===== src/core/lmft_pkg.sv =====
/*
 * constants for the movie, flash timer and inhibit control registers:
 * register offsets, field positions, reset values, timer figures.
 * assumes a single 8-bit register space reached over the two-wire control port.
 */
package lmft_pkg;
    // ==========================================================
    // register offsets
    localparam logic [7:0] LMFT_ADDR_STATUS = 8'h18;
    localparam logic [7:0] LMFT_ADDR_MOVIE = 8'h1A;
    localparam logic [7:0] LMFT_ADDR_TIMER = 8'h1B;
    localparam logic [7:0] LMFT_ADDR_INHIBIT = 8'h1C;

    // ==========================================================
    // field positions and writable masks
    localparam int LMFT_MOVIE_LVL_LSB = 4;
    localparam int LMFT_MOVIE_EN1_BIT = 1;
    localparam int LMFT_MOVIE_EN2_BIT = 0;
    localparam int LMFT_TIMER_CODE_LSB = 1;
    localparam int LMFT_TIMEOUT_MODE_BIT = 0;
    localparam int LMFT_ST_EV1_BIT = 5;
    localparam int LMFT_ST_EV2_BIT = 4;
    localparam int LMFT_ST_TRIG_BIT = 3;
    localparam int LMFT_ST_INH_BIT = 2;
    localparam int LMFT_ST_RUN_BIT = 0;
    localparam logic [7:0] LMFT_MOVIE_MASK = 8'h73;
    localparam logic [7:0] LMFT_TIMER_MASK = 8'h3F;
    localparam logic [7:0] LMFT_INHIBIT_MASK = 8'h0F;

    // ==========================================================
    // reset values
    localparam logic [7:0] LMFT_MOVIE_RESET = 8'h00;
    localparam logic [7:0] LMFT_TIMER_RESET = 8'h24;
    localparam logic [7:0] LMFT_INHIBIT_RESET = 8'h00;

    // ==========================================================
    // flash timer, in internal master clock periods
    localparam int LMFT_TIMER_BASE_PERIODS = 300000;
    localparam int LMFT_TIMER_MAX_PERIODS = 3000000;
    localparam logic [4:0] LMFT_TIMER_MAX_CODE = 5'h12;
    localparam int LMFT_TIMER_STEP_PERIODS =
        (LMFT_TIMER_MAX_PERIODS - LMFT_TIMER_BASE_PERIODS) / 18;
    localparam int LMFT_TIMER_WIDTH = 22;

    // ==========================================================
    // control port
    localparam logic [6:0] LMFT_DEV_ADDR = 7'h40; // arbitrary value

    typedef enum logic [2:0] {
        LMFT_IDLE = 3'b000,
        LMFT_ADDR = 3'b001,
        LMFT_ADDR_ACK = 3'b010,
        LMFT_PTR = 3'b011,
        LMFT_PTR_ACK = 3'b100,
        LMFT_WDATA = 3'b101,
        LMFT_RDATA = 3'b110,
        LMFT_RACK = 3'b111
    } lmft_state_t;
endpackage


===== src/core/lmft_regs.sv =====
/*
 * movie current, flash timer and flash inhibit control registers with the
 * flash on-time timer, behind a two-wire control port slave.
 * assumes clk is the external master clock and the bus master keeps
 * scl slow against clk (at least 8 clk periods per scl half period).
 */
// What this block does
// - movie level field 6:4 selects movie drive
// - bit 1 enables first led, resets off
// - bit 0 enables second led, resets off
// - timer code sets on-time, clamps at 10010
// - mode clear: only timer expiry ends flash
// - mode set: trigger low or expiry ends
// - inhibit level field 3:0, 50 mA steps
// - timer ticks on clock, optionally halved
// - status flag high while timer runs
// - movie event flags when movie current delivered
`timescale 1ns/1ps
module lmft_regs
    import lmft_pkg::*;
#(
    parameter int TIMER_BASE_PERIODS = LMFT_TIMER_BASE_PERIODS,
    parameter int TIMER_STEP_PERIODS = LMFT_TIMER_STEP_PERIODS
) (
    input wire logic clk,
    input wire logic rst_b,
    input wire logic scl_in,
    input wire logic sda_in,
    output logic sda_out,
    output logic sda_oe,
    input wire logic flash_trigger_pin,
    input wire logic flash_inhibit_pin,
    input wire logic master_clock_halve,
    output logic [2:0] movie_drive_level,
    output logic movie_enable_first,
    output logic movie_enable_second,
    output logic [3:0] inhibit_drive_level,
    output logic flash_timer_running,
    output logic flash_inhibited,
    output logic movie_event_first,
    output logic movie_event_second
);
    // ==========================================================
    // input synchronisers; stage 3 only feeds edge detection
    logic [2:0] scl_sync, sda_sync;
    logic [1:0] trig_sync, inh_sync, halve_sync;
    logic trig_d;

    always_ff @(posedge clk or negedge rst_b) begin
        if (!rst_b) begin
            scl_sync <= 3'h7;
            sda_sync <= 3'h7;
            trig_sync <= 2'h0;
            inh_sync <= 2'h0;
            halve_sync <= 2'h0;
            trig_d <= 1'b0;
        end else begin
            scl_sync <= {scl_sync[1:0], scl_in};
            sda_sync <= {sda_sync[1:0], sda_in};
            trig_sync <= {trig_sync[0], flash_trigger_pin};
            inh_sync <= {inh_sync[0], flash_inhibit_pin};
            halve_sync <= {halve_sync[0], master_clock_halve};
            trig_d <= trig_sync[1];
        end
    end

    logic scl_s, sda_s, scl_rise, scl_fall, bus_start, bus_stop;
    assign scl_s = scl_sync[1];
    assign sda_s = sda_sync[1];
    assign scl_rise = scl_s & ~scl_sync[2];
    assign scl_fall = ~scl_s & scl_sync[2];
    assign bus_start = scl_s & scl_sync[2] & ~sda_s & sda_sync[2];
    assign bus_stop = scl_s & scl_sync[2] & sda_s & ~sda_sync[2];

    // ==========================================================
    // control port slave and register file
    lmft_state_t state, next_state;
    logic [3:0] bit_cnt, next_bit_cnt;
    logic [7:0] shift, next_shift;
    logic [7:0] pointer, next_pointer;
    logic [7:0] movie_reg, next_movie_reg;
    logic [7:0] timer_reg, next_timer_reg;
    logic [7:0] inhibit_reg, next_inhibit_reg;
    logic next_sda_oe;
    logic [7:0] read_data;

    // reserved bits are masked at write so they always read zero
    always_comb begin
        case (pointer)
            LMFT_ADDR_MOVIE: read_data = movie_reg;
            LMFT_ADDR_TIMER: read_data = timer_reg;
            LMFT_ADDR_INHIBIT: read_data = inhibit_reg;
            LMFT_ADDR_STATUS: begin
                read_data = 8'h00;
                read_data[LMFT_ST_EV1_BIT] = movie_event_first;
                read_data[LMFT_ST_EV2_BIT] = movie_event_second;
                read_data[LMFT_ST_TRIG_BIT] = trig_sync[1];
                read_data[LMFT_ST_INH_BIT] = inh_sync[1];
                read_data[LMFT_ST_RUN_BIT] = flash_timer_running;
            end
            default: read_data = 8'h00;
        endcase
    end

    always_comb begin
        next_state = state;
        next_bit_cnt = bit_cnt;
        next_shift = shift;
        next_pointer = pointer;
        next_movie_reg = movie_reg;
        next_timer_reg = timer_reg;
        next_inhibit_reg = inhibit_reg;
        next_sda_oe = sda_oe;
        if (bus_stop) begin
            next_state = LMFT_IDLE;
            next_sda_oe = 1'b0;
        end else if (bus_start) begin
            next_state = LMFT_ADDR;
            next_bit_cnt = 4'h0;
            next_sda_oe = 1'b0;
        end else begin
            case (state)
                LMFT_ADDR, LMFT_PTR, LMFT_WDATA: begin
                    if (scl_rise) begin
                        next_shift = {shift[6:0], sda_s};
                        next_bit_cnt = bit_cnt + 4'h1;
                    end else if (scl_fall && bit_cnt == 4'h8) begin
                        next_sda_oe = 1'b1;
                        next_bit_cnt = 4'h0;
                        next_state = LMFT_PTR_ACK;
                        if (state == LMFT_ADDR) begin
                            next_state = LMFT_ADDR_ACK;
                            if (shift[7:1] != LMFT_DEV_ADDR) begin
                                next_sda_oe = 1'b0;
                                next_state = LMFT_IDLE;
                            end
                        end else if (state == LMFT_PTR) begin
                            next_pointer = shift;
                        end else begin
                            case (pointer)
                                LMFT_ADDR_MOVIE: next_movie_reg = shift & LMFT_MOVIE_MASK;
                                LMFT_ADDR_TIMER: next_timer_reg = shift & LMFT_TIMER_MASK;
                                LMFT_ADDR_INHIBIT: next_inhibit_reg = shift & LMFT_INHIBIT_MASK;
                                default: ;
                            endcase
                            next_pointer = pointer + 8'h01;
                        end
                    end
                end
                LMFT_ADDR_ACK: begin
                    if (scl_fall) begin
                        if (shift[0]) begin
                            next_shift = read_data;
                            next_sda_oe = ~read_data[7];
                            next_state = LMFT_RDATA;
                        end else begin
                            next_sda_oe = 1'b0;
                            next_state = LMFT_PTR;
                        end
                    end
                end
                LMFT_PTR_ACK: begin
                    if (scl_fall) begin
                        next_sda_oe = 1'b0;
                        next_state = LMFT_WDATA;
                    end
                end
                LMFT_RDATA: begin
                    if (scl_fall) begin
                        next_bit_cnt = bit_cnt + 4'h1;
                        next_shift = {shift[6:0], 1'b0};
                        next_sda_oe = ~shift[6];
                        if (bit_cnt == 4'h7) begin
                            next_sda_oe = 1'b0;
                            next_bit_cnt = 4'h0;
                            next_pointer = pointer + 8'h01;
                            next_state = LMFT_RACK;
                        end
                    end
                end
                LMFT_RACK: begin
                    if (scl_rise && sda_s) begin
                        next_state = LMFT_IDLE;
                    end else if (scl_fall) begin
                        next_shift = read_data;
                        next_sda_oe = ~read_data[7];
                        next_state = LMFT_RDATA;
                    end
                end
                default: next_sda_oe = 1'b0;
            endcase
        end
    end

    always_ff @(posedge clk or negedge rst_b) begin
        if (!rst_b) begin
            state <= LMFT_IDLE;
            bit_cnt <= 4'h0;
            shift <= 8'h00;
            pointer <= 8'h00;
            movie_reg <= LMFT_MOVIE_RESET;
            timer_reg <= LMFT_TIMER_RESET;
            inhibit_reg <= LMFT_INHIBIT_RESET;
            sda_oe <= 1'b0;
            sda_out <= 1'b0;
        end else begin
            state <= next_state;
            bit_cnt <= next_bit_cnt;
            shift <= next_shift;
            pointer <= next_pointer;
            movie_reg <= next_movie_reg;
            timer_reg <= next_timer_reg;
            inhibit_reg <= next_inhibit_reg;
            sda_oe <= next_sda_oe;
            sda_out <= 1'b0;
        end
    end

    // ==========================================================
    // flash timer and driver controls
    logic [4:0] timer_code;
    logic [LMFT_TIMER_WIDTH-1:0] limit, count, next_count;
    logic tick_phase, next_tick_phase, tick, next_running, expire;
    logic [2:0] next_movie_level;
    logic next_en1, next_en2, next_ev1, next_ev2, next_inhibited;
    logic [3:0] next_inh_level;

    always_comb begin
        timer_code = timer_reg[LMFT_TIMER_CODE_LSB +: 5];
        if (timer_code > LMFT_TIMER_MAX_CODE) begin
            timer_code = LMFT_TIMER_MAX_CODE;
        end
        limit = LMFT_TIMER_WIDTH'(TIMER_BASE_PERIODS
                + int'(timer_code) * TIMER_STEP_PERIODS);
        next_tick_phase = halve_sync[1] ? ~tick_phase : 1'b0;
        tick = ~halve_sync[1] | tick_phase;
        expire = flash_timer_running && tick && (count == limit - 1'b1);
        next_count = count;
        next_running = flash_timer_running;
        if (!flash_timer_running) begin
            next_count = '0;
            next_running = trig_sync[1] & ~trig_d;
        end else if (expire) begin
            next_running = 1'b0;
        end else if (timer_reg[LMFT_TIMEOUT_MODE_BIT] && !trig_sync[1]) begin
            next_running = 1'b0;
        end else if (tick) begin
            next_count = count + 1'b1;
        end
        next_movie_level = movie_reg[LMFT_MOVIE_LVL_LSB +: 3];
        next_en1 = movie_reg[LMFT_MOVIE_EN1_BIT];
        next_en2 = movie_reg[LMFT_MOVIE_EN2_BIT];
        next_ev1 = next_en1 && next_movie_level != 3'h0;
        next_ev2 = next_en2 && next_movie_level != 3'h0;
        // reserved codes pass through unchanged; the host must avoid them
        next_inh_level = inhibit_reg[3:0];
        next_inhibited = next_running & inh_sync[1];
    end

    always_ff @(posedge clk or negedge rst_b) begin
        if (!rst_b) begin
            count <= '0;
            tick_phase <= 1'b0;
            flash_timer_running <= 1'b0;
            movie_drive_level <= 3'h0;
            movie_enable_first <= 1'b0;
            movie_enable_second <= 1'b0;
            movie_event_first <= 1'b0;
            movie_event_second <= 1'b0;
            inhibit_drive_level <= 4'h0;
            flash_inhibited <= 1'b0;
        end else begin
            count <= next_count;
            tick_phase <= next_tick_phase;
            flash_timer_running <= next_running;
            movie_drive_level <= next_movie_level;
            movie_enable_first <= next_en1;
            movie_enable_second <= next_en2;
            movie_event_first <= next_ev1;
            movie_event_second <= next_ev2;
            inhibit_drive_level <= next_inh_level;
            flash_inhibited <= next_inhibited;
        end
    end
endmodule


===== config.mk =====
export PLATFORM = sky130hd
export DESIGN_NAME = lmft_regs
export DESIGN_NICKNAME = d
export VERILOG_FILES = /design/src/core/lmft_pkg.sv /design/src/core/lmft_regs.sv
export SDC_FILE = /design/constraint.sdc
export NUM_CORES = 1
export LEC_CHECK = 0
export BUFFER_PORTS_ARGS = -buffer_cell sky130_fd_sc_hd__buf_4
export CAP_MARGIN = 20
export CELL_PAD_IN_SITES_DETAIL_PLACEMENT = 0
export CELL_PAD_IN_SITES_GLOBAL_PLACEMENT = 2
export CORE_MARGIN = 2
export CORE_UTILIZATION = 40
export DETAILED_ROUTE_END_ITERATION = 6
export PLACE_DENSITY_LB_ADDON = 0.1
export SKIP_CTS_REPAIR_TIMING = 1
export SYNTH_ARGS = -nofsm -noshare
export SYNTH_HDL_FRONTEND = slang
export SYNTH_SLANG_ARGS = --single-unit

===== constraint.sdc =====
create_clock -name clk -period 6.5 [get_ports clk]
set_input_delay 0.325 -clock clk [delete_from_list [all_inputs] [get_ports clk]]
set_output_delay 0.325 -clock clk [all_outputs]
set_load 0.005 [all_outputs]

==> results of run 1 <==
==> cells by family after synthesis <==
kind of cell    Yosys count
flops                    88
buf+inv                  45
fa+ha+maj                41
xor+xnor                 31
simple gates            251
mux                      31
compound gates          192
other cells               1
==> synthesized netlist by cell type, types with 14 or more instances <==
library cell   n  area share [%]
dfrtp_1       80              32
nand2_1       71             4.3
a21oi_1       51             4.1
nor2_1        38             2.3
o21ai_0       36             2.9
ha_1          35             7.1
xnor2_1       25             3.5
clkbuf_1      22             1.3
nand3_1       20             1.6
and3_1        16             1.6
inv_1         16            0.97
mux2_2        16             2.9
mux2i_1       15             2.4
nand2b_1      15             1.5
or3_1         14             1.4
==> how the worst max path moves through the flow <==
stage	from	end	slack [ns]	cells past startpoint
4_1_cts	timer_reg[4]	flash_inhibited	0.45	18
5_1_grt	timer_reg[4]	flash_inhibited	0.18	18
3_5_place_dp	timer_reg[4]	flash_inhibited	0.49	18
2_1_floorplan	timer_reg[5]	count[0]	1.13	19
6_report	timer_reg[4]	flash_inhibited	0.65	18
3_3_place_gp	timer_reg[4]	flash_inhibited	0.69	18
==> worst max-delay path: cells and delay by family (launching register included) <==
| family | cells | cell delay (ns) |
|---|---|---|
| simple gates | 4 | 1.13 |
| buf+inv | 2 | 0.58 |
| flops | 1 | 0.46 |
| fa+ha+maj | 3 | 1.39 |
| xor+xnor | 1 | 0.21 |
| compound gates | 8 | 1.97 |
==> area by class of cell <==
class / instances / area, um2
flip-flops and latches: 88 / 2210
clock buffers: 10 / 239
repair buffers: 23 / 175
well taps: 188 / 235
clock inverters: 6 / 42.5
fillers: 1484 / 8420
multi-input cells: 547 / 3760
inverters: 16 / 60.1
==> per-layer routing <==
layer / routed length (um) / GRT usage (%) / vias up
met2: 7870 / 33.9 / 52
met4: 201 / 6.98 / 0
li1: - / - / 2516
met5: 0 / 0 / -
met1: 6910 / 25.1 / 2466
met3: 249 / 2.75 / 13
==> metrics by stage <==
stage	area (um2)	instances	setup slack [ns]	total power [mW]
2_1_floorplan	6170	680	1.13	0.757
3_3_place_gp	6430	861	0.689	0.819
3_5_place_dp	6430	861	0.487	0.826
4_1_cts	6710	877	0.453	1.33
5_1_grt	6720	878	0.176	1.39
6_report	6720	878	0.646	1.31
==> power groups by stage <==
| stage | clock network (mW) | registers [mW] | logic (mW) |
|---|---|---|---|
| 4_1_cts | 0.517 | 0.672 | 0.145 |
| 3_5_place_dp | 0 | 0.682 | 0.144 |
| 6_report | 0.499 | 0.672 | 0.141 |
| 5_1_grt | 0.538 | 0.682 | 0.165 |
| 3_3_place_gp | 0 | 0.681 | 0.138 |
| 2_1_floorplan | 0 | 0.648 | 0.109 |
==> flow_metrics.env, run 1 <==
export IMPL_cp_arrival_ns=6.10
export IMPL_num_antenna_cells=0
export IMPL_crit_path_end_kind="flop"
export IMPL_synthesis_area_um2=6170
export IMPL_yosys_warnings=0
export IMPL_antenna_found_initial=0
export IMPL_clockPowerShare_pct=38.0
export IMPL_slew_headroom_pct=48.8
export IMPL_drive_above_1_share_pct=11.7
export IMPL_cp_cell_sequence="o21a_1 > nor2_2 > inv_1 > ha_1 > fa_1 > fa_1 > a211oi_2 > o21ai_0 > a41oi_1 > xnor2_1 > o21ai_1 > o21ai_0 > or4b_1 > a211oi_1 > and4b_1 > buf_4 > a31oi_1 > and2_1"
export IMPL_syn_num_nets=728
export IMPL_worstReg2RegEnd="flash_inhibited"
export IMPL_timing_rr_start="timer_reg[4]"
export IMPL_slowest_stage="fa_1"
export IMPL_fin_crit_sh_pct=90.1
export IMPL_ys_seq_elements=88
export IMPL_synth_top_family_by_area="simple AND/OR/NAND/NOR gates"
export IMPL_maxCapViolCount=0
export IMPL_gp_congestion=0.819
export IMPL_cts_buffer_depth=2
export IMPL_routed_wl_um=15200
export IMPL_hp_start="scl_in"
export IMPL_ys_seq_area_share_pct=35.9
export IMPL_num_io_pins=22
export IMPL_synth_flop_cell="dfrtp_1"
export IMPL_core_um2=15100
export IMPL_fp_dieH_um=128
export IMPL_outcome="finished clean"
export IMPL_clk_latency_ns=0.35
export IMPL_htree_levels=3
export IMPL_dieArea_um2=16400
export IMPL_final_cell_mix="80 x dfrtp_1, 71 x nand2_1, 51 x a21oi_1, 37 x nor2_1, 36 x o21ai_0"
export IMPL_leakagePower_nw=2.98
export IMPL_drt_initial_drc_count=274
export IMPL_fmax_mhz=171
export IMPL_postRouteAntennaNets=0
export IMPL_nets=733
export IMPL_min_path_cells=1
export IMPL_power_switching_uw=384
export IMPL_rsz0062_at_grt="false"
export IMPL_reg2reg_depth=18
export IMPL_largest_reg_flops=22
export IMPL_cts_buffers_inserted=9
export IMPL_finalSetupViolCount=0
export IMPL_synthCells=680
export IMPL_wire_per_inst_um=17.4
export IMPL_synth_edf_count=0
export IMPL_min_period_ns=5.85
export IMPL_synthToLayoutAreaGrowth_pct=8.98
export IMPL_regToRegSetupSlack_ns=0.65
export IMPL_grt_max_degree=51
export IMPL_final_common_cell="dfrtp_1"
export IMPL_crit_path_start_kind="flop"
export IMPL_hold_class="in2reg"
export IMPL_crit_fanout=38
export IMPL_postSynthAreaPerCell_um2=9.07
export IMPL_reg_top3="count x22, pointer x8, shift x8"
export IMPL_synth_xor_area_share_pct=4.40
export IMPL_clock_tree_root_cell="clkbuf_16"
export IMPL_seq_power_share_pct=51.2
export IMPL_power_internal_uw=929
export IMPL_cts_tree="done"
export IMPL_yosys_area_share_simple_pct=21.3
export IMPL_setup_tns_ns=0
export IMPL_drcViolationCount=0
export IMPL_post_drt_via_cell_ratio=5.75
export IMPL_dr_pass1_iters=4
export IMPL_cts_sinks=88
export IMPL_powerDensity_nw_per_um2=195
export IMPL_async_flop_share_pct=100
export IMPL_hold_viol=0
export IMPL_rows=45
export IMPL_clk_pin_slew_ns=0.07
export IMPL_io_buffer_count=20
export IMPL_finalClockSkew_ns=0.00937
export IMPL_swShare_pct=29.2
export IMPL_slowest_delay_ns=0.52
export IMPL_dpl_hpwl_um=11300
export IMPL_die_w_um=128
export IMPL_regMostFlops="count"
export IMPL_grt_overflow_total=0
export IMPL_first_global_vias=5004
export IMPL_synth_mux_area_share_pct=5.35
export IMPL_ys_types=75
export IMPL_hold_path_endpoint="scl_sync[0]"
export IMPL_ir_worst_vdd_mv=0.153
export IMPL_worstSetupPathType="reg2reg"
export IMPL_hold_ws_ns=0.0797
export IMPL_synthAdderAreaFrac_pct=9.04
export IMPL_initial_core_util_pct=40.7
export IMPL_track_usage_pct=19.6
export IMPL_worst_pin_slew_ns=0.762
export IMPL_synth_compound_area_share_pct=20.8
export IMPL_worstPathRequired_ns=6.74
export IMPL_grt_pass1_wl_um=25700
export IMPL_vias=5047
export IMPL_combPwrFrac_pct=10.8
export IMPL_drv_slew=0
export IMPL_fin_util_pct=44.4
Note: power is estimated with default switching activity, not from simulation.
==> run 2, diff against run 1 <==
CORE_ASPECT_RATIO = 0.8   (was not set)
SLEW_MARGIN = 20   (was not set)
==> run 2 against run 1 <==
  * Non-clock buffer count stayed put
  * Critical path type unchanged
  * Largest cell class unchanged
  * Global-route usage is 0.48 points lower
  * Cell count is 2.5% higher
==> flow_metrics.env, run 2 (synthesized netlist as in run 1, its figures left out) <==
export IMPL_cp_num_buf_inv=2
export IMPL_rsz0062_at_grt="false"
export IMPL_nets=733
export IMPL_io_buffer_count=20
export IMPL_finalSetupViolCount=0
export IMPL_cts_buffers_inserted=9
export IMPL_n_fill_cell=1457
export IMPL_regMostFlops="count"
export IMPL_gp_congestion=0.834
export IMPL_slowest_delay_ns=0.51
export IMPL_combPwrFrac_pct=10.7
export IMPL_drcViolationCount=0
export IMPL_fin_crit_sh_pct=91.8
export IMPL_critical_path_top_delay_family="compound AO/OA/AOI/OAI gates"
export IMPL_fp_dieH_um=115
export IMPL_clk_pin_slew_ns=0.06
export IMPL_num_io_pins=22
export IMPL_hold_class="in2reg"
export IMPL_htree_levels=3
export IMPL_num_antenna_cells=0
export IMPL_first_global_vias=4865
export IMPL_cts_tree="done"
export IMPL_drt_initial_drc_count=244
export IMPL_clk_latency_ns=0.35
export IMPL_dpl_hpwl_um=11100
export IMPL_cp_cell_sequence="o21a_1 > nor2_1 > inv_1 > ha_1 > fa_1 > fa_1 > a211oi_2 > o21ai_0 > a41oi_1 > xnor2_1 > o21ai_1 > o21ai_0 > or4b_1 > a211oi_1 > and4b_1 > buf_4 > a31oi_1 > and2_1"
export IMPL_multiInputGateArea_um2=3760
export IMPL_drv_slew=0
export IMPL_worstSetupPathType="reg2reg"
export IMPL_final_common_cell="dfrtp_1"
export IMPL_core_um2=15100
export IMPL_finalClockSkew_ns=0.00864
export IMPL_fin_area_um2=6770
export IMPL_leakagePower_nw=2.99
export IMPL_routed_wl_um=14900
export IMPL_grt_pass1_wl_um=25100
export IMPL_drive_above_1_share_pct=11.6
export IMPL_powerDensity_nw_per_um2=198
export IMPL_setup_tns_ns=0
export IMPL_min_period_ns=5.97
export IMPL_vias=5088
export IMPL_reg_top3="count x22, pointer x8, shift x8"
export IMPL_worstPathRequired_ns=6.74
export IMPL_power_switching_uw=375
export IMPL_antenna_found_initial=0
export IMPL_wire_per_inst_um=16.5
export IMPL_outcome="finished clean"
export IMPL_synthToLayoutAreaGrowth_pct=9.80
export IMPL_crit_path_end_kind="flop"
export IMPL_power_internal_uw=967
export IMPL_track_usage_pct=19.1
export IMPL_hold_viol=0
export IMPL_final_cell_mix="80 x dfrtp_1, 71 x nand2_1, 51 x a21oi_1, 38 x nor2_1, 36 x o21ai_0"
export IMPL_crit_path_start_kind="flop"
export IMPL_swShare_pct=27.9
export IMPL_dr_pass1_iters=5
export IMPL_final_seq_area_um2=2210
export IMPL_maxCapViolCount=0
export IMPL_slowest_stage="fa_1"
export IMPL_cts_sinks=88
export IMPL_rows=40
export IMPL_grt_overflow_total=0
export IMPL_post_drt_via_cell_ratio=5.65
export IMPL_postRouteAntennaNets=0
export IMPL_clockPowerShare_pct=39.2
export IMPL_crit_fanout=38
export IMPL_largest_reg_flops=22
export IMPL_fmax_mhz=168
export IMPL_die_w_um=143
export IMPL_seq_power_share_pct=50.2
export IMPL_initial_core_util_pct=41.0
export IMPL_dp_cells=883
export IMPL_ir_worst_vdd_mv=0.133
export IMPL_cts_buffer_depth=2
export IMPL_clock_tree_root_cell="clkbuf_16"
export IMPL_grt_max_degree=51
export IMPL_worst_pin_slew_ns=0.766
export IMPL_dieArea_um2=16400
export IMPL_postPlaceCellArea_um2=6460
export IMPL_slew_headroom_pct=48.4
export IMPL_cp_arrival_ns=6.20
export IMPL_fin_cells=900
==> run 2: cell types whose count changed in the layout (fill, tap and decap cells not counted) <==
cell,delta
bufinv_16,+1
clkinv_2,-1
clkinv_4,+1
inv_6,-1
nor2_1,+1
nor2_2,-1
==> run 2: final cells by class <==
cell class	instances	share of cell area (%)
Multi-Input combinational cell	547	55.5
Timing Repair Buffer	23	2.59
Clock inverter	6	0.997
Inverter	16	0.887
Sequential cell	88	32.7
Clock buffer	10	3.53
Tap cell	210	3.88
==> run 2: layer usage <==
metal,part of all wire [%],up-vias,wire (um),GRT usage (%)
met2,48,89,7200,32.4
met1,47,2467,6970,25.4
met4,1.1,0,170,4.69
li1,-,2520,-,-
met5,0,-,0,0
met3,3.6,12,538,3.79
==> run 2: final timing paths <==
kind / from / to / slack (ns) / cells after the start
worst max-delay path: timer_reg[4] / flash_inhibited / 0.53 / 18
worst min-delay path: sda_in / sda_sync[0] / 0.08 / 1
worst max register to register: timer_reg[4] / flash_inhibited / 0.53 / 18
worst min register to register: halve_sync[0] / halve_sync[1] / 0.36 / 0
max in group asynchronous: rst_b / inhibit_reg[0] / 4.99 / 3
min in group asynchronous: rst_b / bit_cnt[0] / 0.48 / 2
==> run 2: through the flow <==
step	power, mW	setup slack (ns)	hold slack, ns	util, %
detailed placement	0.826	0.521	0.328	42.9
CTS	1.36	0.515	-0.0479	44.9
floorplan	0.757	1.13	0.0294	-
global route	1.41	0.0162	0.0696	45.0
global placement	0.819	0.682	0.322	42.9
finish	1.34	0.533	0.0817	45.0
==> run 2: power groups by stage <==
stage | logic, mW | clock network, mW | registers (mW)
after floorplan | 0.109 | 0 | 0.648
after global placement | 0.136 | 0 | 0.683
after detailed placement | 0.143 | 0 | 0.683
after CTS | 0.143 | 0.541 | 0.674
after global routing | 0.164 | 0.564 | 0.684
final | 0.143 | 0.526 | 0.673
